<file path="config.mk">
export PLATFORM = sky130hd
export DESIGN_NAME = csd_top
export DESIGN_NICKNAME = d
export VERILOG_FILES = /design/src/csd_pkg.sv /design/src/csd_sync.sv /design/src/csd_top.sv
export SDC_FILE = /design/constraint.sdc
export NUM_CORES = 1
export LEC_CHECK = 0
export BUFFER_PORTS_ARGS = -buffer_cell sky130_fd_sc_hd__buf_4
export CAP_MARGIN = 20
export CORE_MARGIN = 2
export CORE_UTILIZATION = 45
export CTS_CLUSTER_DIAMETER = 100
export DETAILED_ROUTE_END_ITERATION = 8
export PLACE_DENSITY = 0.72
export SKIP_LAST_GASP = 1
export SLEW_MARGIN = 20
export SYNTH_ARGS = -nofsm -noshare
export SYNTH_HDL_FRONTEND = slang
export SYNTH_SLANG_ARGS = --single-unit
</file>
<file path="constraint.sdc">
create_clock -name mclk -period 2.57 [get_ports mclk]
set_input_delay 0.1285 -clock mclk [delete_from_list [all_inputs] [get_ports mclk]]
set_output_delay 0.1285 -clock mclk [all_outputs]
set_load 0.005 [all_outputs]
</file>
<file path="src/csd_pkg.sv">
// constants, level codes and carrier structs for the strap decoder
package csd_pkg;
    localparam int GPIO_W = 8;
    localparam int PORTS = 6;
    localparam int LVL_W = 3;
    localparam int ADDR_W = 8;
    localparam int DATA_W = 32;
    localparam int SYNC_DEPTH = 2;
    localparam logic [1:0] CAP_WAIT = 2'h3;
    localparam logic [1:0] CAP_FIRE = 2'h1;

    // level codes delivered by the resistor sensing circuit
    typedef enum logic [2:0] {
        LVL_WEAK_PD = 3'h0,
        LVL_WEAK_PU = 3'h1,
        LVL_MED_PD = 3'h2,
        LVL_MED_PU = 3'h3,
        LVL_STRONG_PD = 3'h4,
        LVL_STRONG_PU = 3'h5
    } csd_lvl_e;

    typedef enum logic [2:0] {
        PRESET_NONE = 3'h0,
        PRESET_BRIDGE = 3'h1,
        PRESET_SLAVE = 3'h2,
        PRESET_RSVD3 = 3'h3,
        PRESET_RSVD4 = 3'h4,
        PRESET_RSVD5 = 3'h5,
        PRESET_RSVD6 = 3'h6
    } csd_preset_e;

    typedef enum logic [1:0] {
        STG_IDLE = 2'h0,
        STG_EXT_CFG = 2'h1,
        STG_FUSE_CFG = 2'h2
    } csd_stage_e;

    localparam logic [7:0] REG_GPIO_DIR = 8'h00;
    localparam logic [7:0] REG_GPIO_OUT = 8'h04;
    localparam logic [7:0] REG_GPIO_PULL_EN = 8'h08;
    localparam logic [7:0] REG_GPIO_PULL_UP = 8'h0c;
    localparam logic [7:0] REG_GPIO_IN = 8'h10;
    localparam logic [7:0] REG_MODE = 8'h14;
    localparam logic [7:0] REG_PORT_OFF = 8'h18;
    localparam logic [7:0] REG_FIXED = 8'h1c;
    localparam logic [7:0] REG_CHARGE = 8'h20;
    localparam logic [7:0] REG_CFG_DONE = 8'h24;

    localparam logic [7:0] GPIO_DIR_RST = 8'h00;
    localparam logic [7:0] GPIO_OUT_RST = 8'h00;
    localparam logic [7:0] GPIO_PULL_EN_RST = 8'h00;
    localparam logic [7:0] GPIO_PULL_UP_RST = 8'h00;
    localparam int MODE_STAGE_LSB = 4;
    localparam int CFG_DONE_BIT = 0;

    typedef struct packed {
        logic [LVL_W-1:0] mode_lvl;
        logic [LVL_W-1:0] fixed_lvl;
        logic [LVL_W-1:0] charge_lvl;
        logic [LVL_W-1:0] smbdat_lvl;
        logic [LVL_W-1:0] smbclk_lvl;
        logic [PORTS-1:0] dplus_port_off_strap;
        logic [PORTS-1:0] dminus_port_off_strap;
    } csd_strap_s;

    typedef struct packed {
        logic wr;
        logic [ADDR_W-1:0] addr;
        logic [DATA_W-1:0] data;
    } csd_wreq_s;

    typedef struct packed {
        logic [GPIO_W-1:0] dir;
        logic [GPIO_W-1:0] out;
        logic [GPIO_W-1:0] pull_en;
        logic [GPIO_W-1:0] pull_up;
    } csd_gpio_s;
endpackage : csd_pkg

</file>
<file path="src/csd_sync.sv">
// two-flop synchroniser for pin-side levels
`timescale 1ns/1ps
`default_nettype none
module csd_sync #(
    parameter int W = 1
) (
    input wire logic mclk,
    input wire logic rst,
    input wire logic [W-1:0] din,
    output logic [W-1:0] dout
);
    logic [W-1:0] meta_q;

    if (W < 1)
    begin : g_bad_w
        $error("csd_sync: W must be at least 1");
    end

    // meta_q feeds dout only, so no logic ever sees a metastable level
    always_ff @(posedge mclk)
    begin
        if (rst)
        begin
            meta_q <= '0;
            dout <= '0;
        end
        else
        begin
            meta_q <= din;
            dout <= meta_q;
        end
    end
endmodule : csd_sync
`default_nettype wire

</file>
<file path="src/csd_top.sv">
// strap capture, preset decode and runtime gpio register file
`timescale 1ns/1ps
`default_nettype none
module csd_top (
    input wire logic mclk,
    input wire logic rst,
    input wire logic chip_reset_n_pin,
    input wire csd_pkg::csd_strap_s strap_pins,
    input wire logic [csd_pkg::GPIO_W-1:0] gpio_in_pins,
    input wire logic [csd_pkg::ADDR_W-1:0] smb_addr,
    input wire logic [csd_pkg::DATA_W-1:0] smb_wdata,
    input wire logic smb_wr,
    input wire logic smb_rd,
    output logic [csd_pkg::DATA_W-1:0] smb_rdata,
    input wire logic [csd_pkg::ADDR_W-1:0] brg_addr,
    input wire logic [csd_pkg::DATA_W-1:0] brg_wdata,
    input wire logic brg_wr,
    output csd_pkg::csd_preset_e mode_preset,
    output csd_pkg::csd_stage_e cfg_stage,
    output logic strap_valid,
    output logic [csd_pkg::PORTS-1:0] usb2_port_off,
    output logic [csd_pkg::PORTS-1:0] usb3_port_off,
    output logic [csd_pkg::PORTS-1:0] fixed_port_mask,
    output logic [csd_pkg::PORTS-1:0] charge_port_mask,
    output logic [csd_pkg::GPIO_W-1:0] gpio_out,
    output logic [csd_pkg::GPIO_W-1:0] gpio_oe,
    output logic [csd_pkg::GPIO_W-1:0] gpio_pu_en,
    output logic [csd_pkg::GPIO_W-1:0] gpio_pd_en
);
    typedef struct packed {
        logic [1:0] cap_wait;
        logic chip_rn_prev;
        logic valid;
        csd_pkg::csd_preset_e preset;
        csd_pkg::csd_stage_e stage;
        logic [csd_pkg::PORTS-1:0] u2_off;
        logic [csd_pkg::PORTS-1:0] u3_off;
        logic [csd_pkg::PORTS-1:0] fixed;
        logic [csd_pkg::PORTS-1:0] charge;
        csd_pkg::csd_gpio_s gpio;
        logic [csd_pkg::GPIO_W-1:0] pu_en;
        logic [csd_pkg::GPIO_W-1:0] pd_en;
        logic [csd_pkg::DATA_W-1:0] rdata;
    } csd_state_s;

    csd_state_s s_q;
    csd_state_s s_d;
    csd_pkg::csd_strap_s strap_s;
    logic [csd_pkg::GPIO_W-1:0] gpio_in_s;
    logic chip_rn_s;
    csd_pkg::csd_wreq_s smb_req;
    csd_pkg::csd_wreq_s brg_req;

    // end point and step of the post-reset capture wait counter, and the mode word fields
    localparam logic [1:0] CAP_IDLE = 2'h0;
    localparam logic [1:0] CAP_STEP = 2'h1;
    localparam int PRESET_W = $bits(csd_pkg::csd_preset_e);
    localparam int STAGE_W = $bits(csd_pkg::csd_stage_e);

    // the decode tables are written for six ports and 3-bit level codes
    if (csd_pkg::PORTS != 6)
    begin : g_bad_ports
        $error("csd_top: port masks are written for six ports");
    end
    if (csd_pkg::LVL_W != 3)
    begin : g_bad_lvl
        $error("csd_top: level codes must be 3 bits wide");
    end
    if (csd_pkg::GPIO_W > csd_pkg::DATA_W)
    begin : g_bad_gpio
        $error("csd_top: gpio bank wider than the data word");
    end
    if (csd_pkg::MODE_STAGE_LSB < PRESET_W)
    begin : g_bad_overlap
        $error("csd_top: stage field overlaps the preset field");
    end
    if (csd_pkg::MODE_STAGE_LSB + STAGE_W > csd_pkg::DATA_W)
    begin : g_bad_stage
        $error("csd_top: stage field falls outside the data word");
    end
    if (csd_pkg::CFG_DONE_BIT >= csd_pkg::DATA_W)
    begin : g_bad_done
        $error("csd_top: done bit falls outside the data word");
    end
    // a shorter wait would capture straps before the synchronisers have filled
    if (csd_pkg::CAP_WAIT < csd_pkg::CAP_FIRE + csd_pkg::SYNC_DEPTH)
    begin : g_bad_wait
        $error("csd_top: capture wait shorter than the synchroniser");
    end

    // strap levels, chip reset and gpio inputs come from pins
    csd_sync #(
        .W($bits(csd_pkg::csd_strap_s))
    ) u_strap_sync (
        .mclk(mclk),
        .rst(rst),
        .din(strap_pins),
        .dout(strap_s)
    );

    // the chip reset goes through the same depth so edge and straps line up
    csd_sync #(
        .W(1)
    ) u_rn_sync (
        .mclk(mclk),
        .rst(rst),
        .din(chip_reset_n_pin),
        .dout(chip_rn_s)
    );

    csd_sync #(
        .W(csd_pkg::GPIO_W)
    ) u_gpio_sync (
        .mclk(mclk),
        .rst(rst),
        .din(gpio_in_pins),
        .dout(gpio_in_s)
    );

    assign smb_req = '{wr: smb_wr, addr: smb_addr, data: smb_wdata};
    assign brg_req = '{wr: brg_wr, addr: brg_addr, data: brg_wdata};

    // six options decode to a count of ports starting at port 1
    function automatic logic [csd_pkg::PORTS-1:0] csd_count_mask(
        input logic [csd_pkg::LVL_W-1:0] lvl
    );
        logic [csd_pkg::PORTS-1:0] m;
        m = 6'h00;
        case (csd_pkg::csd_lvl_e'(lvl))
            csd_pkg::LVL_WEAK_PD: m = 6'h00;
            csd_pkg::LVL_WEAK_PU: m = 6'h01;
            csd_pkg::LVL_MED_PD: m = 6'h03;
            csd_pkg::LVL_MED_PU: m = 6'h07;
            csd_pkg::LVL_STRONG_PD: m = 6'h0f;
            csd_pkg::LVL_STRONG_PU: m = 6'h3f;
            // codes 6 and 7 never come from the sensor; treat as weak pull-down
            default: m = 6'h00;
        endcase
        return m;
    endfunction : csd_count_mask

    function automatic csd_pkg::csd_preset_e csd_mode_decode(
        input logic [csd_pkg::LVL_W-1:0] lvl
    );
        csd_pkg::csd_preset_e p;
        p = csd_pkg::PRESET_BRIDGE;
        case (csd_pkg::csd_lvl_e'(lvl))
            csd_pkg::LVL_WEAK_PD: p = csd_pkg::PRESET_BRIDGE;
            csd_pkg::LVL_WEAK_PU: p = csd_pkg::PRESET_SLAVE;
            csd_pkg::LVL_MED_PD: p = csd_pkg::PRESET_RSVD3;
            csd_pkg::LVL_MED_PU: p = csd_pkg::PRESET_RSVD4;
            csd_pkg::LVL_STRONG_PD: p = csd_pkg::PRESET_RSVD5;
            csd_pkg::LVL_STRONG_PU: p = csd_pkg::PRESET_RSVD6;
            default: p = csd_pkg::PRESET_BRIDGE;
        endcase
        return p;
    endfunction : csd_mode_decode

    // one register write into the gpio file, shared by both write paths
    function automatic csd_pkg::csd_gpio_s csd_gpio_write(
        input csd_pkg::csd_gpio_s g,
        input csd_pkg::csd_wreq_s w
    );
        csd_pkg::csd_gpio_s r;
        r = g;
        if (w.wr)
        begin
            if (w.addr == csd_pkg::REG_GPIO_DIR)
                r.dir = w.data[csd_pkg::GPIO_W-1:0];
            else if (w.addr == csd_pkg::REG_GPIO_OUT)
                r.out = w.data[csd_pkg::GPIO_W-1:0];
            else if (w.addr == csd_pkg::REG_GPIO_PULL_EN)
                r.pull_en = w.data[csd_pkg::GPIO_W-1:0];
            else if (w.addr == csd_pkg::REG_GPIO_PULL_UP)
                r.pull_up = w.data[csd_pkg::GPIO_W-1:0];
        end
        return r;
    endfunction : csd_gpio_write

    function automatic logic csd_is_done(input csd_pkg::csd_wreq_s w);
        return w.wr && (w.addr == csd_pkg::REG_CFG_DONE)
            && w.data[csd_pkg::CFG_DONE_BIT];
    endfunction : csd_is_done

    // unmapped offsets read as zero, so software may probe without side effects
    function automatic logic [csd_pkg::DATA_W-1:0] csd_read(
        input csd_state_s st,
        input logic [csd_pkg::ADDR_W-1:0] a,
        input logic [csd_pkg::GPIO_W-1:0] pins
    );
        logic [csd_pkg::DATA_W-1:0] d;
        d = '0;
        if (a == csd_pkg::REG_GPIO_DIR)
            d[csd_pkg::GPIO_W-1:0] = st.gpio.dir;
        else if (a == csd_pkg::REG_GPIO_OUT)
            d[csd_pkg::GPIO_W-1:0] = st.gpio.out;
        else if (a == csd_pkg::REG_GPIO_PULL_EN)
            d[csd_pkg::GPIO_W-1:0] = st.gpio.pull_en;
        else if (a == csd_pkg::REG_GPIO_PULL_UP)
            d[csd_pkg::GPIO_W-1:0] = st.gpio.pull_up;
        else if (a == csd_pkg::REG_GPIO_IN)
            d[csd_pkg::GPIO_W-1:0] = pins;
        else if (a == csd_pkg::REG_MODE)
        begin
            d[PRESET_W-1:0] = st.preset;
            d[csd_pkg::MODE_STAGE_LSB +: STAGE_W] = st.stage;
        end
        else if (a == csd_pkg::REG_PORT_OFF)
            d[csd_pkg::PORTS-1:0] = st.u2_off;
        else if (a == csd_pkg::REG_FIXED)
            d[csd_pkg::PORTS-1:0] = st.fixed;
        else if (a == csd_pkg::REG_CHARGE)
            d[csd_pkg::PORTS-1:0] = st.charge;
        return d;
    endfunction : csd_read

    logic capture;
    logic [csd_pkg::PORTS-1:0] both_high;

    always_comb
    begin
        s_d = s_q;
        s_d.chip_rn_prev = chip_rn_s;
        s_d.rdata = '0;
        // wait for the synchronisers to fill before the post-reset capture
        if (s_q.cap_wait != CAP_IDLE)
            s_d.cap_wait = s_q.cap_wait - CAP_STEP;
        capture = (s_q.cap_wait == csd_pkg::CAP_FIRE) && chip_rn_s;
        if (chip_rn_s && !s_q.chip_rn_prev)
            capture = 1'b1;
        both_high = strap_s.dplus_port_off_strap
            & strap_s.dminus_port_off_strap;

        if (!chip_rn_s)
        begin
            // standby: valid, stage and the gpio file clear while chip reset is held; latched strap results are kept
            s_d.valid = 1'b0;
            s_d.stage = csd_pkg::STG_IDLE;
            s_d.gpio.dir = csd_pkg::GPIO_DIR_RST;
            s_d.gpio.out = csd_pkg::GPIO_OUT_RST;
            s_d.gpio.pull_en = csd_pkg::GPIO_PULL_EN_RST;
            s_d.gpio.pull_up = csd_pkg::GPIO_PULL_UP_RST;
        end
        else
        begin
            if (capture)
            begin
                s_d.valid = 1'b1;
                s_d.preset = csd_mode_decode(strap_s.mode_lvl);
                s_d.u2_off = both_high;
                s_d.u3_off = both_high;
                s_d.fixed = csd_count_mask(strap_s.fixed_lvl);
                s_d.charge = csd_count_mask(strap_s.charge_lvl);
            end
            // bridge applied after smbus: on a same-register collision it wins
            s_d.gpio = csd_gpio_write(s_q.gpio, smb_req);
            s_d.gpio = csd_gpio_write(s_d.gpio, brg_req);
            case (s_q.stage)
                csd_pkg::STG_IDLE:
                begin
                    if (capture)
                    begin
                        if ((csd_mode_decode(strap_s.mode_lvl) == csd_pkg::PRESET_SLAVE)
                            && (strap_s.smbdat_lvl == csd_pkg::LVL_MED_PU)
                            && (strap_s.smbclk_lvl == csd_pkg::LVL_MED_PU))
                            s_d.stage = csd_pkg::STG_EXT_CFG;
                        else
                            s_d.stage = csd_pkg::STG_FUSE_CFG;
                    end
                end
                csd_pkg::STG_EXT_CFG:
                begin
                    // external controller holds this stage until it writes done
                    if (csd_is_done(smb_req) || csd_is_done(brg_req))
                        s_d.stage = csd_pkg::STG_FUSE_CFG;
                end
                csd_pkg::STG_FUSE_CFG:
                begin
                    s_d.stage = csd_pkg::STG_FUSE_CFG;
                end
                default:
                begin
                    s_d.stage = csd_pkg::STG_IDLE;
                end
            endcase
        end

        if (smb_rd)
            s_d.rdata = csd_read(s_q, smb_addr, gpio_in_s);

        // pulls only act on pins in input mode
        s_d.pu_en = ~s_d.gpio.dir & s_d.gpio.pull_en & s_d.gpio.pull_up;
        s_d.pd_en = ~s_d.gpio.dir & s_d.gpio.pull_en & ~s_d.gpio.pull_up;
    end

    always_ff @(posedge mclk)
    begin
        if (rst)
        begin
            // named defaults are spelled out so a changed constant still lands
            s_q <= '0;
            s_q.cap_wait <= csd_pkg::CAP_WAIT;
            s_q.preset <= csd_pkg::PRESET_NONE;
            s_q.stage <= csd_pkg::STG_IDLE;
            s_q.gpio.dir <= csd_pkg::GPIO_DIR_RST;
            s_q.gpio.out <= csd_pkg::GPIO_OUT_RST;
            s_q.gpio.pull_en <= csd_pkg::GPIO_PULL_EN_RST;
            s_q.gpio.pull_up <= csd_pkg::GPIO_PULL_UP_RST;
        end
        else
        begin
            s_q <= s_d;
        end
    end

    assign smb_rdata = s_q.rdata;
    assign mode_preset = s_q.preset;
    assign cfg_stage = s_q.stage;
    assign strap_valid = s_q.valid;
    assign usb2_port_off = s_q.u2_off;
    assign usb3_port_off = s_q.u3_off;
    assign fixed_port_mask = s_q.fixed;
    assign charge_port_mask = s_q.charge;
    assign gpio_out = s_q.gpio.out;
    assign gpio_oe = s_q.gpio.dir;
    assign gpio_pu_en = s_q.pu_en;
    assign gpio_pd_en = s_q.pd_en;
endmodule : csd_top
`default_nettype wire

</file>
==> results of run 1 <==
state kept, by name, summed over array words and instances, names as in the netlist:
name	flops
cfg_stage	2
charge_port_mask	5
fixed_port_mask	5
gpio_oe	8
gpio_out	8
gpio_pd_en	8
gpio_pu_en	8
mode_preset	3
s_q	19
smb_rdata	8
strap_valid	1
u_gpio_sync.dout	8
u_gpio_sync.meta_q	8
u_rn_sync.dout	1
u_rn_sync.meta_q	1
u_strap_sync.dout	27
u_strap_sync.meta_q	27
usb3_port_off	6
power breakdown:
group          internal, mW  switching [mW]  leakage (nW)
Clock                  1.75           0.982         0.313
Combinational         0.201           0.179          1.99
Sequential             2.44          0.0281          1.25
Total                  4.39            1.19          3.55
cells in the mapped netlist, types with 2 or more instances:
master	number	area share [%]
sky130_fd_sc_hd__a22o_1	2	0.26
sky130_fd_sc_hd__nand3_1	16	1.2
sky130_fd_sc_hd__a311oi_1	3	0.39
sky130_fd_sc_hd__o21ai_0	28	2.1
sky130_fd_sc_hd__nor2_1	48	2.7
sky130_fd_sc_hd__a221oi_1	3	0.39
sky130_fd_sc_hd__inv_1	19	1.1
sky130_fd_sc_hd__mux2i_1	41	6.2
sky130_fd_sc_hd__o31ai_1	3	0.34
sky130_fd_sc_hd__a21o_1	15	1.7
sky130_fd_sc_hd__buf_1	3	0.17
sky130_fd_sc_hd__nand4_1	5	0.47
sky130_fd_sc_hd__a211oi_1	31	3.5
sky130_fd_sc_hd__nand2b_1	5	0.47
sky130_fd_sc_hd__o221ai_1	2	0.26
sky130_fd_sc_hd__and2_1	11	1.0
sky130_fd_sc_hd__buf_4	93	10
sky130_fd_sc_hd__nand4b_1	2	0.26
sky130_fd_sc_hd__ha_1	6	1.1
sky130_fd_sc_hd__or4b_2	2	0.30
sky130_fd_sc_hd__o32ai_1	2	0.26
sky130_fd_sc_hd__nor2b_1	80	7.5
sky130_fd_sc_hd__a21oi_1	38	2.9
sky130_fd_sc_hd__mux2_2	3	0.51
sky130_fd_sc_hd__nor4_4	2	0.64
sky130_fd_sc_hd__dfxtp_1	153	46
sky130_fd_sc_hd__clkbuf_1	27	1.5
sky130_fd_sc_hd__nor4_1	5	0.47
sky130_fd_sc_hd__o22ai_1	5	0.47
sky130_fd_sc_hd__nand2_1	29	1.6
sky130_fd_sc_hd__or2_2	2	0.19
sky130_fd_sc_hd__a32oi_1	2	0.26
sky130_fd_sc_hd__nor3b_1	3	0.34
sky130_fd_sc_hd__nor3_1	6	0.45
sky130_fd_sc_hd__nor4b_1	3	0.39
sky130_fd_sc_hd__or4_1	2	0.22
kinds of logic (layout without fill, tap and decap cells):
kind of cell | Yosys count | in the layout
and+or+nand+nor | 228 | 228
DFF | 153 | 153
buffers and inverters | 143 | 248
AOI/OAI and AO/OA | 139 | 139
muxes | 44 | 44
adders and majority gates | 6 | 6
xor gates and xnor gates | 2 | 2
other | 1 | 24
worst min-delay path, cell delays in order:
cell and delay, ns:
sky130_fd_sc_hd__buf_4 0.13, sky130_fd_sc_hd__nor2_1 0.10, sky130_fd_sc_hd__a211oi_1 0.05
how the worst max path moves through the flow:
stage          slack [ns]                   from                         to
2_1_floorplan        0.49            smb_addr[3]   gpio_pd_en[0]$_SDFF_PP0_
3_3_place_gp         0.32            smb_addr[5]   gpio_pd_en[7]$_SDFF_PP0_
3_5_place_dp         0.32            smb_addr[5]   gpio_pd_en[6]$_SDFF_PP0_
4_1_cts              0.70  s_q[111]$_SDFFE_PP1P_  cfg_stage[1]$_SDFFE_PP0P_
5_1_grt              0.51  s_q[112]$_SDFFE_PP1P_  cfg_stage[1]$_SDFFE_PP0P_
6_report             0.69  s_q[111]$_SDFFE_PP1P_  cfg_stage[1]$_SDFFE_PP0P_
layer usage:
layer	global-route usage [%]	vias to the layer above	share of wire, %
met5	0	-	0
met4	8.21	0	2.6
met3	5.18	32	6.1
met2	31.1	176	47
met1	26.4	2333	44
li1	-	2587	-
area by class of cell:
cell class                 instances  area (µm²)
fill                            1275        6130
sequential                       153        3060
multi-input combinational        443        2810
timing repair buffer             198        1580
clock buffer                      18         439
tap                              184         230
clock inverter                    13         214
inverter                          19        71.3
stage by stage:
stage	total power, mW	hold slack, ns	area [µm²]	worst slack [ns]
after floorplan	2.73	0.257	6760	0.493
after global placement	2.85	0.339	7390	0.323
after detailed placement	2.86	0.343	7390	0.318
after CTS	5.63	0.0132	8400	0.704
after global routing	5.79	0.0356	8400	0.514
final	5.58	0.0286	8400	0.689
==> report_table.html, run 1 <==
<table>
<tr><th>Metric</th><th>Value</th></tr>
<tr><th colspan="2">Placed design</th></tr>
<tr><td>Port buffer count</td><td>142</td></tr>
<tr><td>Final weighted congestion in routability-driven placement</td><td>0.908</td></tr>
<tr><td>Detailed-placement wirelength estimate</td><td>11.0 mm</td></tr>
<tr><td>Inst Count DP</td><td>961</td></tr>
<tr><th colspan="2">Floorplan</th></tr>
<tr><td>Boundary pin count</td><td>215</td></tr>
<tr><td>Number of placement rows</td><td>44</td></tr>
<tr><td>Core region area</td><td>14500 µm²</td></tr>
<tr><td>Starting density of the core</td><td>45.9%</td></tr>
<tr><td>Die width</td><td>126 µm</td></tr>
<tr><td>Die Span Y</td><td>126 µm</td></tr>
<tr><td>Die Area</td><td>15800 µm²</td></tr>
<tr><th colspan="2">Logic synthesis</th></tr>
<tr><td>Synth Flop Type</td><td>sky130_fd_sc_hd__dfxtp_1</td></tr>
<tr><td>Proportion of register bits with asynchronous set or reset after synthesis</td><td>0%</td></tr>
<tr><td>Count of different cell masters after synthesis</td><td>52</td></tr>
<tr><td>Post-synthesis instance total</td><td>716</td></tr>
<tr><td>Mux contribution to synthesized area</td><td>6.66%</td></tr>
<tr><td>Warning count from the yosys run</td><td>0</td></tr>
<tr><td>Sequential share of the synthesized area</td><td>45.9%</td></tr>
<tr><td>Xor/xnor cell area share of the yosys netlist</td><td>0.263%</td></tr>
<tr><td>Synthesis-stage register bit count</td><td>153</td></tr>
<tr><td>Avg Synthesized Cell Area</td><td>9.32 µm²</td></tr>
<tr><td>Share of the synthesized area in compound gates (AO/OA/AOI/OAI)</td><td>13.4%</td></tr>
<tr><td>Fraction of the mapped netlist area in adder cells</td><td>1.13%</td></tr>
<tr><td>Dominant combinational cell family by area after synthesis</td><td>simple AND/OR/NAND/NOR gates</td></tr>
<tr><td>Post-synthesis share of cell area spent on and, or, nand and nor gates</td><td>19.4%</td></tr>
<tr><td>Netlist area before placement</td><td>6670 µm²</td></tr>
<tr><td>Post-synth EDFFs</td><td>0</td></tr>
<tr><th colspan="2">CTS</th></tr>
<tr><td>Worst-path clk slew</td><td>0.06 ns</td></tr>
<tr><td>Clock buffer count from CTS</td><td>17</td></tr>
<tr><td>Max Root-Sink Buffers</td><td>2</td></tr>
<tr><td>H-tree lvl count</td><td>4</td></tr>
<tr><td>Setup Fix Bufs, Post-CTS</td><td>0</td></tr>
<tr><td>Clock latency at the later pin of the worst-skew pair</td><td>0.42 ns</td></tr>
<tr><td>Number of gates resized after CTS</td><td>0</td></tr>
<tr><td>TritonCTS sink count</td><td>153</td></tr>
<tr><td>Hold-fix buffer count after cts</td><td>36</td></tr>
<tr><td>Clock root buffer master</td><td>sky130_fd_sc_hd__clkbuf_16</td></tr>
<tr><td>Clock tree from TritonCTS</td><td>yes</td></tr>
<tr><th colspan="2">Detailed routing</th></tr>
<tr><td>Post-DRT Antenna Nets</td><td>0</td></tr>
<tr><td>Via count</td><td>5128</td></tr>
<tr><td>Wirelength per Cell</td><td>15.1 µm</td></tr>
<tr><td>Number of DRC violations after detailed-routing iteration 0</td><td>424</td></tr>
<tr><td>Routed via count divided by cell count</td><td>4.99</td></tr>
<tr><td>Total detailed-routing wirelength</td><td>15.6 mm</td></tr>
<tr><td>Remaining DRCs</td><td>0</td></tr>
<tr><td>1st-pass router iterations</td><td>4</td></tr>
<tr><th colspan="2">Cells and area</th></tr>
<tr><td>Antenna Cells</td><td>0</td></tr>
<tr><td>Commonest non-fill, non-tap cells in the layout</td><td>sky130_fd_sc_hd__buf_4, sky130_fd_sc_hd__dfxtp_1, sky130_fd_sc_hd__nor2b_1, sky130_fd_sc_hd__nor2_1, sky130_fd_sc_hd__mux2i_1</td></tr>
<tr><td>Core occupancy in the finished layout</td><td>57.8%</td></tr>
<tr><td>Most common cell after layout, fill and taps aside</td><td>sky130_fd_sc_hd__buf_4</td></tr>
<tr><td>Fraction of final layout cells with drive strength greater than 1</td><td>24.3%</td></tr>
<tr><td>Post-synthesis to final-layout area growth</td><td>25.9%</td></tr>
<tr><td>Finished Layout Cells</td><td>1028</td></tr>
<tr><td>Number of nets in the finished design</td><td>959</td></tr>
<tr><th colspan="2">Setup path</th></tr>
<tr><td>CP Data Arrival Time</td><td>2.22 ns</td></tr>
<tr><td>Worst reg-to-reg path cell count</td><td>6</td></tr>
<tr><td>Largest fanout on the critical path</td><td>4</td></tr>
<tr><td>Sequence of cells on the critical path</td><td>ha_1 -&gt; nand2b_1 -&gt; nand2_1 -&gt; a32oi_1 -&gt; or4b_2 -&gt; o31ai_1</td></tr>
<tr><td>Count of buffer and inverter cells on the critical path</td><td>0</td></tr>
<tr><td>Standard cell with the maximum stage delay on the critical path</td><td>sky130_fd_sc_hd__or4b_2</td></tr>
<tr><td>Element type at the critical path end</td><td>flop</td></tr>
<tr><td>CP startpoint kind</td><td>flop</td></tr>
<tr><td>Reg-to-reg critical path endpoint</td><td>cfg_stage[1]$_SDFFE_PP0P_</td></tr>
<tr><td>Stage delay of the slowest cell on the critical path</td><td>0.62 ns</td></tr>
<tr><td>Total number of cells along the worst setup path</td><td>6</td></tr>
<tr><td>Req. time, crit path</td><td>2.91 ns</td></tr>
<tr><td>Dominant delay contributor by cell family on the critical path</td><td>simple AND/OR/NAND/NOR gates</td></tr>
<tr><td>Crit Path Class</td><td>reg2reg</td></tr>
<tr><td>Setup slack of the worst register-to-register path</td><td>0.69 ns</td></tr>
<tr><td>Worst reg2reg startpoint</td><td>s_q[111]$_SDFFE_PP1P_</td></tr>
<tr><th colspan="2">Global routing</th></tr>
<tr><td>Number of global-route vias before repair</td><td>4863</td></tr>
<tr><td>Pin count of the biggest net entering global routing</td><td>82</td></tr>
<tr><td>GR Util All Layers</td><td>19.9%</td></tr>
<tr><td>Gr ovfl total</td><td>0</td></tr>
<tr><td>Global-route wire length before repair</td><td>24.9 mm</td></tr>
<tr><td>Number of antenna violations at the first check in global routing</td><td>0</td></tr>
<tr><th colspan="2">Timing</th></tr>
<tr><td>Endpoints failing hold</td><td>0</td></tr>
<tr><td>Min cycle time layout</td><td>1.88 ns</td></tr>
<tr><td>Post-Route Skew</td><td>0.00578 ns</td></tr>
<tr><td>Fraction of the cycle the final worst path needs</td><td>73.2%</td></tr>
<tr><td>Upper clock frequency limit</td><td>532 MHz</td></tr>
<tr><td>Pin slew with the least headroom to its limit</td><td>0.798 ns</td></tr>
<tr><td>Setup TNS</td><td>0 ns</td></tr>
<tr><td>Number of endpoints failing setup at the final stage</td><td>0</td></tr>
<tr><td>Setup repair after global routing missed its margin</td><td>false</td></tr>
<tr><td>Headroom to the max-slew limit</td><td>46.8%</td></tr>
<tr><td>Max-slew violation count</td><td>0</td></tr>
<tr><th colspan="2">Run status</th></tr>
<tr><td>Result of the run</td><td>finished clean</td></tr>
<tr><th colspan="2">Hold path</th></tr>
<tr><td>Min-Delay Path Depth</td><td>3</td></tr>
<tr><td>End point of the worst hold path</td><td>gpio_out[2]$_SDFF_PP0_</td></tr>
<tr><td>Worst min-delay path category</td><td>in2reg</td></tr>
<tr><td>Hold path startpoint</td><td>brg_wdata[2]</td></tr>
<tr><th colspan="2">Flow run</th></tr>
<tr><td>Number of violations of the max-capacitance limit</td><td>0</td></tr>
<tr><th colspan="2">Power and ir drop</th></tr>
<tr><td>LEAKAGE</td><td>3.55 nW</td></tr>
<tr><td>Power Dens Cells</td><td>664 nW/µm²</td></tr>
<tr><td>Peak VDD IR</td><td>0.444 mV</td></tr>
</table>
Power figures use the tool's default switching activity.
==> run 2, diff against run 1 <==
- PLACE_DENSITY: 0.72 -> 0.75
- clock period: 2.57 -> 1.6 ns (I/O delays scaled with it)
==> run 2 against run 1 <==
Effect of this change: global-route usage up 0.67 points; wire length up 4.3%; design area up 5.1%; sequential cell count unchanged; die area unchanged; critical path type unchanged; largest power group is now registers.
==> report_table.html, run 2 (same netlist as run 1, synthesis figures left out) <==
<table>
<tr><th>Metric</th><th>Value</th></tr>
<tr><th colspan="2">Detailed routing</th></tr>
<tr><td>Post-DRT Antenna Nets</td><td>0 (unchanged)</td></tr>
<tr><td>Wirelength per Cell</td><td>15.1 µm (about the same)</td></tr>
<tr><td>Via count</td><td>5397 (was 5128)</td></tr>
<tr><td>Total detailed-routing wirelength</td><td>16.2 mm (was 15.6 mm)</td></tr>
<tr><td>Remaining DRCs</td><td>0 (unchanged)</td></tr>
<tr><td>1st-pass router iterations</td><td>4 (unchanged)</td></tr>
<tr><td>Number of DRC violations after detailed-routing iteration 0</td><td>357 (was 424)</td></tr>
<tr><td>Routed via count divided by cell count</td><td>5.02 (was 4.99)</td></tr>
<tr><th colspan="2">Setup path</th></tr>
<tr><td>CP Data Arrival Time</td><td>1.84 ns (was 2.22 ns)</td></tr>
<tr><td>Reg-to-reg critical path endpoint</td><td>cfg_stage[1]$_SDFFE_PP0P_ (unchanged)</td></tr>
<tr><td>Worst reg-to-reg path cell count</td><td>7 (was 6)</td></tr>
<tr><td>Req. time, crit path</td><td>1.94 ns (was 2.91 ns)</td></tr>
<tr><td>Largest fanout on the critical path</td><td>3 (was 4)</td></tr>
<tr><td>Worst reg2reg startpoint</td><td>s_q[112]$_SDFFE_PP1P_ (was s_q[111]$_SDFFE_PP1P_)</td></tr>
<tr><td>Element type at the critical path end</td><td>flop (unchanged)</td></tr>
<tr><td>Setup slack of the worst register-to-register path</td><td>0.1 ns (was 0.69 ns)</td></tr>
<tr><td>CP startpoint kind</td><td>flop (unchanged)</td></tr>
<tr><td>Crit Path Class</td><td>reg2reg (unchanged)</td></tr>
<tr><td>Worst setup path start</td><td>s_q[112]$_SDFFE_PP1P_ (was s_q[111]$_SDFFE_PP1P_)</td></tr>
<tr><td>Capture point of the worst path</td><td>cfg_stage[1]$_SDFFE_PP0P_ (unchanged)</td></tr>
<tr><th colspan="2">Global routing</th></tr>
<tr><td>GR Util All Layers</td><td>20.6% (was 19.9%)</td></tr>
<tr><td>Number of global-route vias before repair</td><td>5208 (was 4863)</td></tr>
<tr><td>Global-route wire length before repair</td><td>25.8 mm (was 24.9 mm)</td></tr>
<tr><td>Pin count of the biggest net entering global routing</td><td>43 (was 82)</td></tr>
<tr><td>Gr ovfl total</td><td>0 (unchanged)</td></tr>
<tr><td>Number of antenna violations at the first check in global routing</td><td>0 (unchanged)</td></tr>
<tr><th colspan="2">Timing</th></tr>
<tr><td>Min cycle time layout</td><td>1.50 ns (was 1.88 ns)</td></tr>
<tr><td>Max-slew violation count</td><td>0 (unchanged)</td></tr>
<tr><td>Endpoints failing hold</td><td>0 (unchanged)</td></tr>
<tr><td>Upper clock frequency limit</td><td>665 MHz (was 532 MHz)</td></tr>
<tr><td>Setup repair after global routing missed its margin</td><td>false (unchanged)</td></tr>
<tr><td>Post-Route Skew</td><td>0.00518 ns (was 0.00578 ns)</td></tr>
<tr><td>Fraction of the cycle the final worst path needs</td><td>94.0% (was 73.2%)</td></tr>
<tr><td>Worst Hold Slack</td><td>0.0377 ns (was 0.0286 ns)</td></tr>
<tr><td>Setup TNS</td><td>0 ns (unchanged)</td></tr>
<tr><td>Number of endpoints failing setup at the final stage</td><td>0 (unchanged)</td></tr>
<tr><th colspan="2">Cells and area</th></tr>
<tr><td>Commonest non-fill, non-tap cells in the layout</td><td>sky130_fd_sc_hd__buf_4, sky130_fd_sc_hd__dfxtp_1, sky130_fd_sc_hd__nor2b_1, sky130_fd_sc_hd__nor2_1, sky130_fd_sc_hd__dlygate4sd3_1 (was sky130_fd_sc_hd__buf_4, sky130_fd_sc_hd__dfxtp_1, sky130_fd_sc_hd__nor2b_1, sky130_fd_sc_hd__nor2_1, sky130_fd_sc_hd__mux2i_1)</td></tr>
<tr><td>Fillcell total</td><td>1228 (was 1275)</td></tr>
<tr><td>Post-synthesis to final-layout area growth</td><td>32.3% (was 25.9%)</td></tr>
<tr><td>Antenna Cells</td><td>0 (unchanged)</td></tr>
<tr><td>Core occupancy in the finished layout</td><td>60.8% (was 57.8%)</td></tr>
<tr><td>Fraction of final layout cells with drive strength greater than 1</td><td>28.6% (was 24.3%)</td></tr>
<tr><td>Number of nets in the finished design</td><td>1007 (was 959)</td></tr>
<tr><td>Largest registers ranked by flip-flop count</td><td>u_strap_sync.dout x27, u_strap_sync.meta_q x27, s_q x19 (unchanged)</td></tr>
<tr><td>Most common cell after layout, fill and taps aside</td><td>sky130_fd_sc_hd__buf_4 (unchanged)</td></tr>
<tr><th colspan="2">CTS</th></tr>
<tr><td>Clock latency at the later pin of the worst-skew pair</td><td>0.42 ns (about the same)</td></tr>
<tr><td>TritonCTS sink count</td><td>153 (unchanged)</td></tr>
<tr><td>Worst-path clk slew</td><td>0.06 ns (about the same)</td></tr>
<tr><td>H-tree lvl count</td><td>4 (unchanged)</td></tr>
<tr><td>Max Root-Sink Buffers</td><td>2 (unchanged)</td></tr>
<tr><td>Clock tree from TritonCTS</td><td>yes (unchanged)</td></tr>
<tr><td>Clock root buffer master</td><td>sky130_fd_sc_hd__clkbuf_16 (unchanged)</td></tr>
<tr><td>Clock buffer count from CTS</td><td>17 (unchanged)</td></tr>
<tr><th colspan="2">Floorplan</th></tr>
<tr><td>Die Span Y</td><td>126 µm (unchanged)</td></tr>
<tr><td>Die Area</td><td>15800 µm² (unchanged)</td></tr>
<tr><td>Core region area</td><td>14500 µm² (unchanged)</td></tr>
<tr><td>Starting density of the core</td><td>45.9% (unchanged)</td></tr>
<tr><td>Die width</td><td>126 µm (unchanged)</td></tr>
<tr><td>Number of placement rows</td><td>44 (unchanged)</td></tr>
<tr><td>Boundary pin count</td><td>215 (unchanged)</td></tr>
<tr><th colspan="2">Run status</th></tr>
<tr><td>Result of the run</td><td>finished clean (unchanged)</td></tr>
<tr><th colspan="2">Hold path</th></tr>
<tr><td>Worst min-delay path category</td><td>in2reg (unchanged)</td></tr>
<tr><th colspan="2">Placed design</th></tr>
<tr><td>Detailed-placement wirelength estimate</td><td>11.7 mm (was 11.0 mm)</td></tr>
<tr><td>Final weighted congestion in routability-driven placement</td><td>0.899 (was 0.908)</td></tr>
<tr><td>Port buffer count</td><td>142 (unchanged)</td></tr>
<tr><th colspan="2">Power and ir drop</th></tr>
<tr><td>LEAKAGE</td><td>3.77 nW (was 3.55 nW)</td></tr>
<tr><td>Peak VDD IR</td><td>0.754 mV (was 0.444 mV)</td></tr>
<tr><td>Power Dens Cells</td><td>966 nW/µm² (was 664 nW/µm²)</td></tr>
<tr><th colspan="2">Flow run</th></tr>
<tr><td>Number of violations of the max-capacitance limit</td><td>0 (unchanged)</td></tr>
</table>
run 2: cell count changes in the layout (fill, tap and decap cells not counted), sizes merged:
cell | previous run | this run
dlygate4sd3 | 36 | 43
inv | 22 | 19
clkbuf | 18 | 20
bufinv | 5 | 2
clkinv | 3 | 5
clkinvlp | 2 | 4
buf | 162 | 203
run 2: routing by layer:
layer / vias to the layer above / part of all wire [%] / GRT usage (%)
li1: 2691 / - / -
met1: 2496 / 43 / 25.3
met2: 181 / 49 / 34.8
met3: 29 / 5.8 / 4.55
met4: 0 / 2.2 / 9.24
met5: - / 0 / 0
run 2: repair_timing:
| action | in CTS | in global routing |
|---|---|---|
| hold buffers | 43 | 0 |
| pin swaps | 1 | 0 |
| hold endpoints to repair | 43 | 0 |
| endpoints found under the setup margin | 1 | 16 |
| resized for setup | 2 | 1 |
| cloned | 0 | 0 |
| setup buffers | 0 | 1 |
run 2: through the flow:
stage	instances	power, mW	setup WS [ns]	instance area, µm²
2_1_floorplan	739	4.38	-0.295	6820
3_3_place_gp	1001	4.65	-0.222	7810
3_5_place_dp	1001	4.66	-0.273	7810
4_1_cts	1075	8.58	0.0184	8820
5_1_grt	1076	8.82	0.00797	8830
6_report	1076	8.53	0.0962	8830
run 2: worst min path at each step:
stage                                              end             from  cells past startpoint  slack, ns
finish                          gpio_out[1]$_SDFF_PP0_     smb_wdata[1]                      3       0.04
global route                    gpio_out[3]$_SDFF_PP0_     smb_wdata[3]                      3       0.04
CTS                             gpio_out[1]$_SDFF_PP0_     smb_wdata[1]                      3       0.02
detailed placement  u_strap_sync.meta_q[17]$_SDFF_PP0_   strap_pins[17]                      2       0.29
global placement     u_strap_sync.meta_q[3]$_SDFF_PP0_    strap_pins[3]                      2       0.30
floorplan             u_gpio_sync.meta_q[0]$_SDFF_PP0_  gpio_in_pins[0]                      1       0.21
run 2: critical path: stages, from the launching register on:
cell	delay, ns
sky130_fd_sc_hd__dfxtp_1	0.29
sky130_fd_sc_hd__inv_1	0.06
sky130_fd_sc_hd__ha_1	0.13
sky130_fd_sc_hd__nand2b_4	0.13
sky130_fd_sc_hd__nand2_1	0.08
sky130_fd_sc_hd__a32oi_2	0.19
sky130_fd_sc_hd__or4b_4	0.47
sky130_fd_sc_hd__o31ai_1	0.07
run 2: area by class of cell:
class	instances	area [µm²]	area share, %
Clock buffer	20	447	5.06
Clock inverter	11	124	1.40
Inverter	19	75.1	0.850
Multi-Input combinational cell	443	2870	32.5
Sequential cell	153	3060	34.7
Tap cell	184	230	2.61
Timing Repair Buffer	246	2020	22.8
run 2: where the power goes:
group          internal [mW]  switching [mW]
clock network           2.32            1.53
registers               3.92          0.0437
logic                  0.396           0.315
total                   6.64            1.89
==> run 3, diff against run 2 <==
- ABC_AREA: unset -> 1
- BUFFER_PORTS_ARGS: -buffer_cell sky130_fd_sc_hd__buf_4 -> -buffer_cell sky130_fd_sc_hd__buf_2
- CORE_UTILIZATION: 45 -> 47
- PLACE_DENSITY: 0.75 -> 0.77
==> run 3 against run 2 <==
Effect of this change: worst setup slack better by 0.083 ns; power shrank 1.5%; register-to-register slack better by 0.08 ns; die area is 0.21% higher; non-clock buffer count is 26 lower; worst hold slack lost 0.035 ns; sequential cell count did not move; sequential share of layout area rose by 1.5 points; critical path type unchanged; critical endpoint is now mode_preset[0]$_SDFFE_PP0P_; highest routed layer unchanged.
==> report_table.html, run 3 <==
<table>
<tr><th>Metric</th><th>Value</th></tr>
<tr><th colspan="2">Run status</th></tr>
<tr><td>Result of the run</td><td>finished clean (unchanged)</td></tr>
<tr><th colspan="2">Flow run</th></tr>
<tr><td>Number of violations of the max-capacitance limit</td><td>0 (unchanged)</td></tr>
<tr><th colspan="2">CTS</th></tr>
<tr><td>Clock latency at the later pin of the worst-skew pair</td><td>0.42 ns (about the same)</td></tr>
<tr><td>Max Root-Sink Buffers</td><td>2 (unchanged)</td></tr>
<tr><td>Clock buffer count from CTS</td><td>17 (unchanged)</td></tr>
<tr><td>Worst-path clk slew</td><td>0.06 ns (about the same)</td></tr>
<tr><td>TritonCTS sink count</td><td>153 (unchanged)</td></tr>
<tr><td>Setup Fix Bufs, Post-CTS</td><td>0 (unchanged)</td></tr>
<tr><td>Clock tree from TritonCTS</td><td>yes (unchanged)</td></tr>
<tr><td>H-tree lvl count</td><td>4 (unchanged)</td></tr>
<tr><td>Clock root buffer master</td><td>sky130_fd_sc_hd__clkbuf_16 (unchanged)</td></tr>
<tr><th colspan="2">Logic synthesis</th></tr>
<tr><td>Synth top area share</td><td>43.9% (was 45.9%)</td></tr>
<tr><td>Avg Synthesized Cell Area</td><td>7.29 µm² (was 9.32 µm²)</td></tr>
<tr><td>Count of different cell masters after synthesis</td><td>39 (was 52)</td></tr>
<tr><td>Sequential share of the synthesized area</td><td>43.9% (was 45.9%)</td></tr>
<tr><td>Synthesis-stage register bit count</td><td>153 (unchanged)</td></tr>
<tr><td>Most common library cells after synthesis</td><td>sky130_fd_sc_hd__inv_1, sky130_fd_sc_hd__nor2_1, sky130_fd_sc_hd__dfxtp_1 (was sky130_fd_sc_hd__dfxtp_1, sky130_fd_sc_hd__buf_4, sky130_fd_sc_hd__nor2b_1)</td></tr>
<tr><td>Netlist area before placement</td><td>6980 µm² (was 6670 µm²)</td></tr>
<tr><td>Cell accounting for the most synthesized area</td><td>sky130_fd_sc_hd__dfxtp_1 (unchanged)</td></tr>
<tr><td>Proportion of register bits with asynchronous set or reset after synthesis</td><td>0% (unchanged)</td></tr>
<tr><td>Warning count from the yosys run</td><td>0 (unchanged)</td></tr>
<tr><td>Most frequent cell after synthesis</td><td>sky130_fd_sc_hd__inv_1 (was sky130_fd_sc_hd__dfxtp_1)</td></tr>
<tr><td>Dominant cells by area after synthesis</td><td>sky130_fd_sc_hd__dfxtp_1, sky130_fd_sc_hd__buf_4, sky130_fd_sc_hd__inv_1, sky130_fd_sc_hd__nor2_1, sky130_fd_sc_hd__nand2_1 (was sky130_fd_sc_hd__dfxtp_1, sky130_fd_sc_hd__buf_4, sky130_fd_sc_hd__nor2b_1, sky130_fd_sc_hd__mux2i_1, sky130_fd_sc_hd__a211oi_1)</td></tr>
<tr><td>Synth Flop Type</td><td>sky130_fd_sc_hd__dfxtp_1 (unchanged)</td></tr>
<tr><td>Post-synth EDFFs</td><td>0 (unchanged)</td></tr>
<tr><td>Post-synthesis instance total</td><td>958 (was 716)</td></tr>
<tr><th colspan="2">Timing</th></tr>
<tr><td>Post-Route Skew</td><td>0.00701 ns (was 0.00518 ns)</td></tr>
<tr><td>Number of endpoints failing setup at the final stage</td><td>0 (unchanged)</td></tr>
<tr><td>Headroom to the max-slew limit</td><td>58.7%</td></tr>
<tr><td>Setup TNS</td><td>0 ns (unchanged)</td></tr>
<tr><td>Fraction of the cycle the final worst path needs</td><td>88.8% (was 94.0%)</td></tr>
<tr><td>Pin slew with the least headroom to its limit</td><td>0.620 ns</td></tr>
<tr><td>Upper clock frequency limit</td><td>704 MHz (was 665 MHz)</td></tr>
<tr><td>Setup repair after global routing missed its margin</td><td>false (unchanged)</td></tr>
<tr><td>Max-slew violation count</td><td>0 (unchanged)</td></tr>
<tr><td>Min cycle time layout</td><td>1.42 ns (was 1.50 ns)</td></tr>
<tr><td>Endpoints failing hold</td><td>0 (unchanged)</td></tr>
<tr><th colspan="2">Setup path</th></tr>
<tr><td>Req. time, crit path</td><td>1.91 ns (was 1.94 ns)</td></tr>
<tr><td>Sequence of cells on the critical path</td><td>inv_1 -&gt; ha_1 -&gt; inv_1 -&gt; nand2_1 -&gt; nand2_1 -&gt; inv_1 -&gt; buf_4 -&gt; o21ai_0 -&gt; a21oi_1 (was inv_1 -&gt; ha_1 -&gt; nand2b_4 -&gt; nand2_1 -&gt; a32oi_2 -&gt; or4b_4 -&gt; o31ai_1)</td></tr>
<tr><td>Element type at the critical path end</td><td>flop (unchanged)</td></tr>
<tr><td>Stage delay of the slowest cell on the critical path</td><td>0.32 ns (was 0.47 ns)</td></tr>
<tr><td>Most frequent cell on the critical path</td><td>sky130_fd_sc_hd__inv_1</td></tr>
<tr><td>CP startpoint kind</td><td>flop (unchanged)</td></tr>
<tr><td>Largest fanout on the critical path</td><td>13 (was 3)</td></tr>
<tr><td>CP Data Arrival Time</td><td>1.73 ns (was 1.84 ns)</td></tr>
<tr><td>Crit Path Class</td><td>reg2reg (unchanged)</td></tr>
<tr><td>Standard cell with the maximum stage delay on the critical path</td><td>sky130_fd_sc_hd__dfxtp_1 (was sky130_fd_sc_hd__or4b_4)</td></tr>
<tr><th colspan="2">Detailed routing</th></tr>
<tr><td>Wirelength per Cell</td><td>13.3 µm (was 15.1 µm)</td></tr>
<tr><td>Routed via count divided by cell count</td><td>4.63 (was 5.02)</td></tr>
<tr><td>Via count</td><td>6000 (was 5397)</td></tr>
<tr><td>Number of DRC violations after detailed-routing iteration 0</td><td>486 (was 357)</td></tr>
<tr><td>Post-DRT Antenna Nets</td><td>0 (unchanged)</td></tr>
<tr><td>Remaining DRCs</td><td>0 (unchanged)</td></tr>
<tr><td>Total detailed-routing wirelength</td><td>17.3 mm (was 16.2 mm)</td></tr>
<tr><td>1st-pass router iterations</td><td>6 (was 4)</td></tr>
<tr><th colspan="2">Power and ir drop</th></tr>
<tr><td>Cell internal power dissipation</td><td>6.42 mW (was 6.64 mW)</td></tr>
<tr><td>Power Dens Cells</td><td>992 nW/µm² (was 966 nW/µm²)</td></tr>
<tr><td>Switching portion of total power</td><td>23.6% (was 22.2%)</td></tr>
<tr><td>Clock network fraction of design power</td><td>45.8% (was 45.2%)</td></tr>
<tr><td>LEAKAGE</td><td>4.36 nW (was 3.77 nW)</td></tr>
<tr><td>Peak VDD IR</td><td>0.822 mV (was 0.754 mV)</td></tr>
<tr><td>Share of total power in combinational logic</td><td>6.9% (was 8.3%)</td></tr>
<tr><td>Total net switching power</td><td>1.98 mW (was 1.89 mW)</td></tr>
<tr><td>Fraction of power consumed by sequential logic</td><td>47.3% (was 46.5%)</td></tr>
<tr><th colspan="2">Placed design</th></tr>
<tr><td>Final weighted congestion in routability-driven placement</td><td>0.950 (was 0.899)</td></tr>
<tr><td>Detailed-placement wirelength estimate</td><td>12.2 mm (was 11.7 mm)</td></tr>
<tr><td>Port buffer count</td><td>142 (unchanged)</td></tr>
<tr><th colspan="2">Cells and area</th></tr>
<tr><td>Number of nets in the finished design</td><td>1227 (was 1007)</td></tr>
<tr><td>Most common cell after layout, fill and taps aside</td><td>sky130_fd_sc_hd__inv_1 (was sky130_fd_sc_hd__buf_4)</td></tr>
<tr><td>Largest registers ranked by flip-flop count</td><td>u_strap_sync.dout x27, u_strap_sync.meta_q x27, s_q x19 (unchanged)</td></tr>
<tr><td>Fillcell total</td><td>1347 (was 1228)</td></tr>
<tr><td>Commonest non-fill, non-tap cells in the layout</td><td>sky130_fd_sc_hd__inv_1, sky130_fd_sc_hd__nor2_1, sky130_fd_sc_hd__dfxtp_1, sky130_fd_sc_hd__buf_2, sky130_fd_sc_hd__nand2_1 (was sky130_fd_sc_hd__buf_4, sky130_fd_sc_hd__dfxtp_1, sky130_fd_sc_hd__nor2b_1, sky130_fd_sc_hd__nor2_1, sky130_fd_sc_hd__dlygate4sd3_1)</td></tr>
<tr><td>Core occupancy in the finished layout</td><td>58.3% (was 60.8%)</td></tr>
<tr><td>Post-synthesis to final-layout area growth</td><td>21.3% (was 32.3%)</td></tr>
<tr><td>Fraction of final layout cells with drive strength greater than 1</td><td>21.6% (was 28.6%)</td></tr>
<tr><th colspan="2">Floorplan</th></tr>
<tr><td>Number of placement rows</td><td>44 (unchanged)</td></tr>
<tr><td>Die width</td><td>126 µm (about the same)</td></tr>
<tr><td>Starting density of the core</td><td>48.1% (was 45.9%)</td></tr>
<tr><td>Boundary pin count</td><td>215 (unchanged)</td></tr>
<tr><td>Core region area</td><td>14500 µm² (unchanged)</td></tr>
<tr><td>Die Span Y</td><td>126 µm (about the same)</td></tr>
<tr><td>Die Area</td><td>15900 µm² (was 15800 µm²)</td></tr>
<tr><th colspan="2">Global routing</th></tr>
<tr><td>Gr ovfl total</td><td>0 (unchanged)</td></tr>
<tr><td>Pin count of the biggest net entering global routing</td><td>66 (was 43)</td></tr>
<tr><td>GR Util All Layers</td><td>22.2% (was 20.6%)</td></tr>
<tr><td>Number of global-route vias before repair</td><td>5577 (was 5208)</td></tr>
<tr><td>Number of antenna violations at the first check in global routing</td><td>1 (was 0)</td></tr>
<tr><td>Global-route wire length before repair</td><td>27.9 mm (was 25.8 mm)</td></tr>
<tr><th colspan="2">Hold path</th></tr>
<tr><td>Worst min-delay path category</td><td>in2reg (unchanged)</td></tr>
</table>
run 3: cell types whose count changed after synthesis, moves of 15 or more:
cell	change
sky130_fd_sc_hd__a211oi_1	-27
sky130_fd_sc_hd__a21o_1	-15
sky130_fd_sc_hd__inv_1	+151
sky130_fd_sc_hd__mux2i_1	-40
sky130_fd_sc_hd__nand2_1	+110
sky130_fd_sc_hd__nand3_1	+29
sky130_fd_sc_hd__nor2_1	+110
sky130_fd_sc_hd__nor2b_1	-80
sky130_fd_sc_hd__o21ai_0	+18
run 3: kinds of logic (layout without fill, tap and decap cells):
kind of cell / Yosys count / in the layout / synth area share, %
mux: 1 / 1 / 0.143
fa+ha+maj: 6 / 6 / 1.07
compound gates: 117 / 117 / 9.55
other cells: 1 / 25 / 0.0537
buf+inv: 295 / 426 / 21.5
flops: 153 / 153 / 43.9
simple gates: 385 / 385 / 23.8
run 3: worst paths after layout:
path / endpoint / from / slack, ns / depth (start not counted)
max: mode_preset[0]$_SDFFE_PP0P_ / s_q[112]$_SDFFE_PP1P_ / 0.18 / 9
min reg2reg: u_strap_sync.dout[0]$_SDFF_PP0_ / u_strap_sync.meta_q[0]$_SDFF_PP0_ / 0.40 / 2
max reg2reg: mode_preset[0]$_SDFFE_PP0P_ / s_q[112]$_SDFFE_PP1P_ / 0.18 / 9
min: gpio_out[0]$_SDFF_PP0_ / smb_wdata[0] / 0.003 / 3
run 3: layer usage:
| metal | routed length [µm] | vias to the layer above | global-route usage [%] | share of wire [%] |
|---|---|---|---|---|
| met5 | 0 | - | 0 | 0 |
| met4 | 569 | 0 | 8.34 | 3.3 |
| met3 | 1430 | 54 | 5.78 | 8.3 |
| met2 | 7950 | 273 | 35.9 | 46 |
| met1 | 7340 | 2570 | 28.6 | 42 |
| li1 | - | 3103 | - | - |
run 3: worst max-delay path, delay by kind of cell (launching register included):
family	cells	cell delay [ns]
fa+ha+maj	1	0.17
flops	1	0.32
compound gates	2	0.25
simple gates	2	0.21
buf+inv	4	0.37
run 3: power by group through the flow:
stage | clock network, mW | registers, mW | logic, mW
2_1_floorplan | 0 | 4.04 | 0.340
3_3_place_gp | 0 | 4.05 | 0.479
3_5_place_dp | 0 | 4.06 | 0.487
4_1_cts | 3.90 | 3.97 | 0.576
5_1_grt | 4.08 | 3.99 | 0.660
6_report | 3.85 | 3.97 | 0.584
run 3: through the flow:
stage                     power [mW]  cell area [µm²]  setup slack (ns)  std cells  hold slack, ns
final                           8.41             8470             0.179       1297         0.00253
after global placement          4.53             7440            0.0230       1219           0.280
after CTS                       8.45             8470            0.0632       1296         0.00654
after detailed placement        4.55             7440           0.00618       1219           0.285
after global routing            8.72             8470            0.0583       1296          0.0331
after floorplan                 4.38             7070            0.0892        981           0.187
run 3: final cells by class:
class                      instances  area (µm²)  area share (%)
multi-input combinational        533        2510            29.6
antenna                            1        2.50          0.0295
clock buffer                      20         457            5.39
inverter                         175         657            7.75
tap                              184         230            2.72
sequential                       153        3060            36.2
clock inverter                    11         113            1.33
timing repair buffer             220        1440            17.0
run 3: timing repair:
action                                  4_1_cts  5_1_grt
resized for setup                             0        2
endpoints found under the hold margin        44        0
hold buffers                                 46        0
endpoints found under the setup margin        0        3
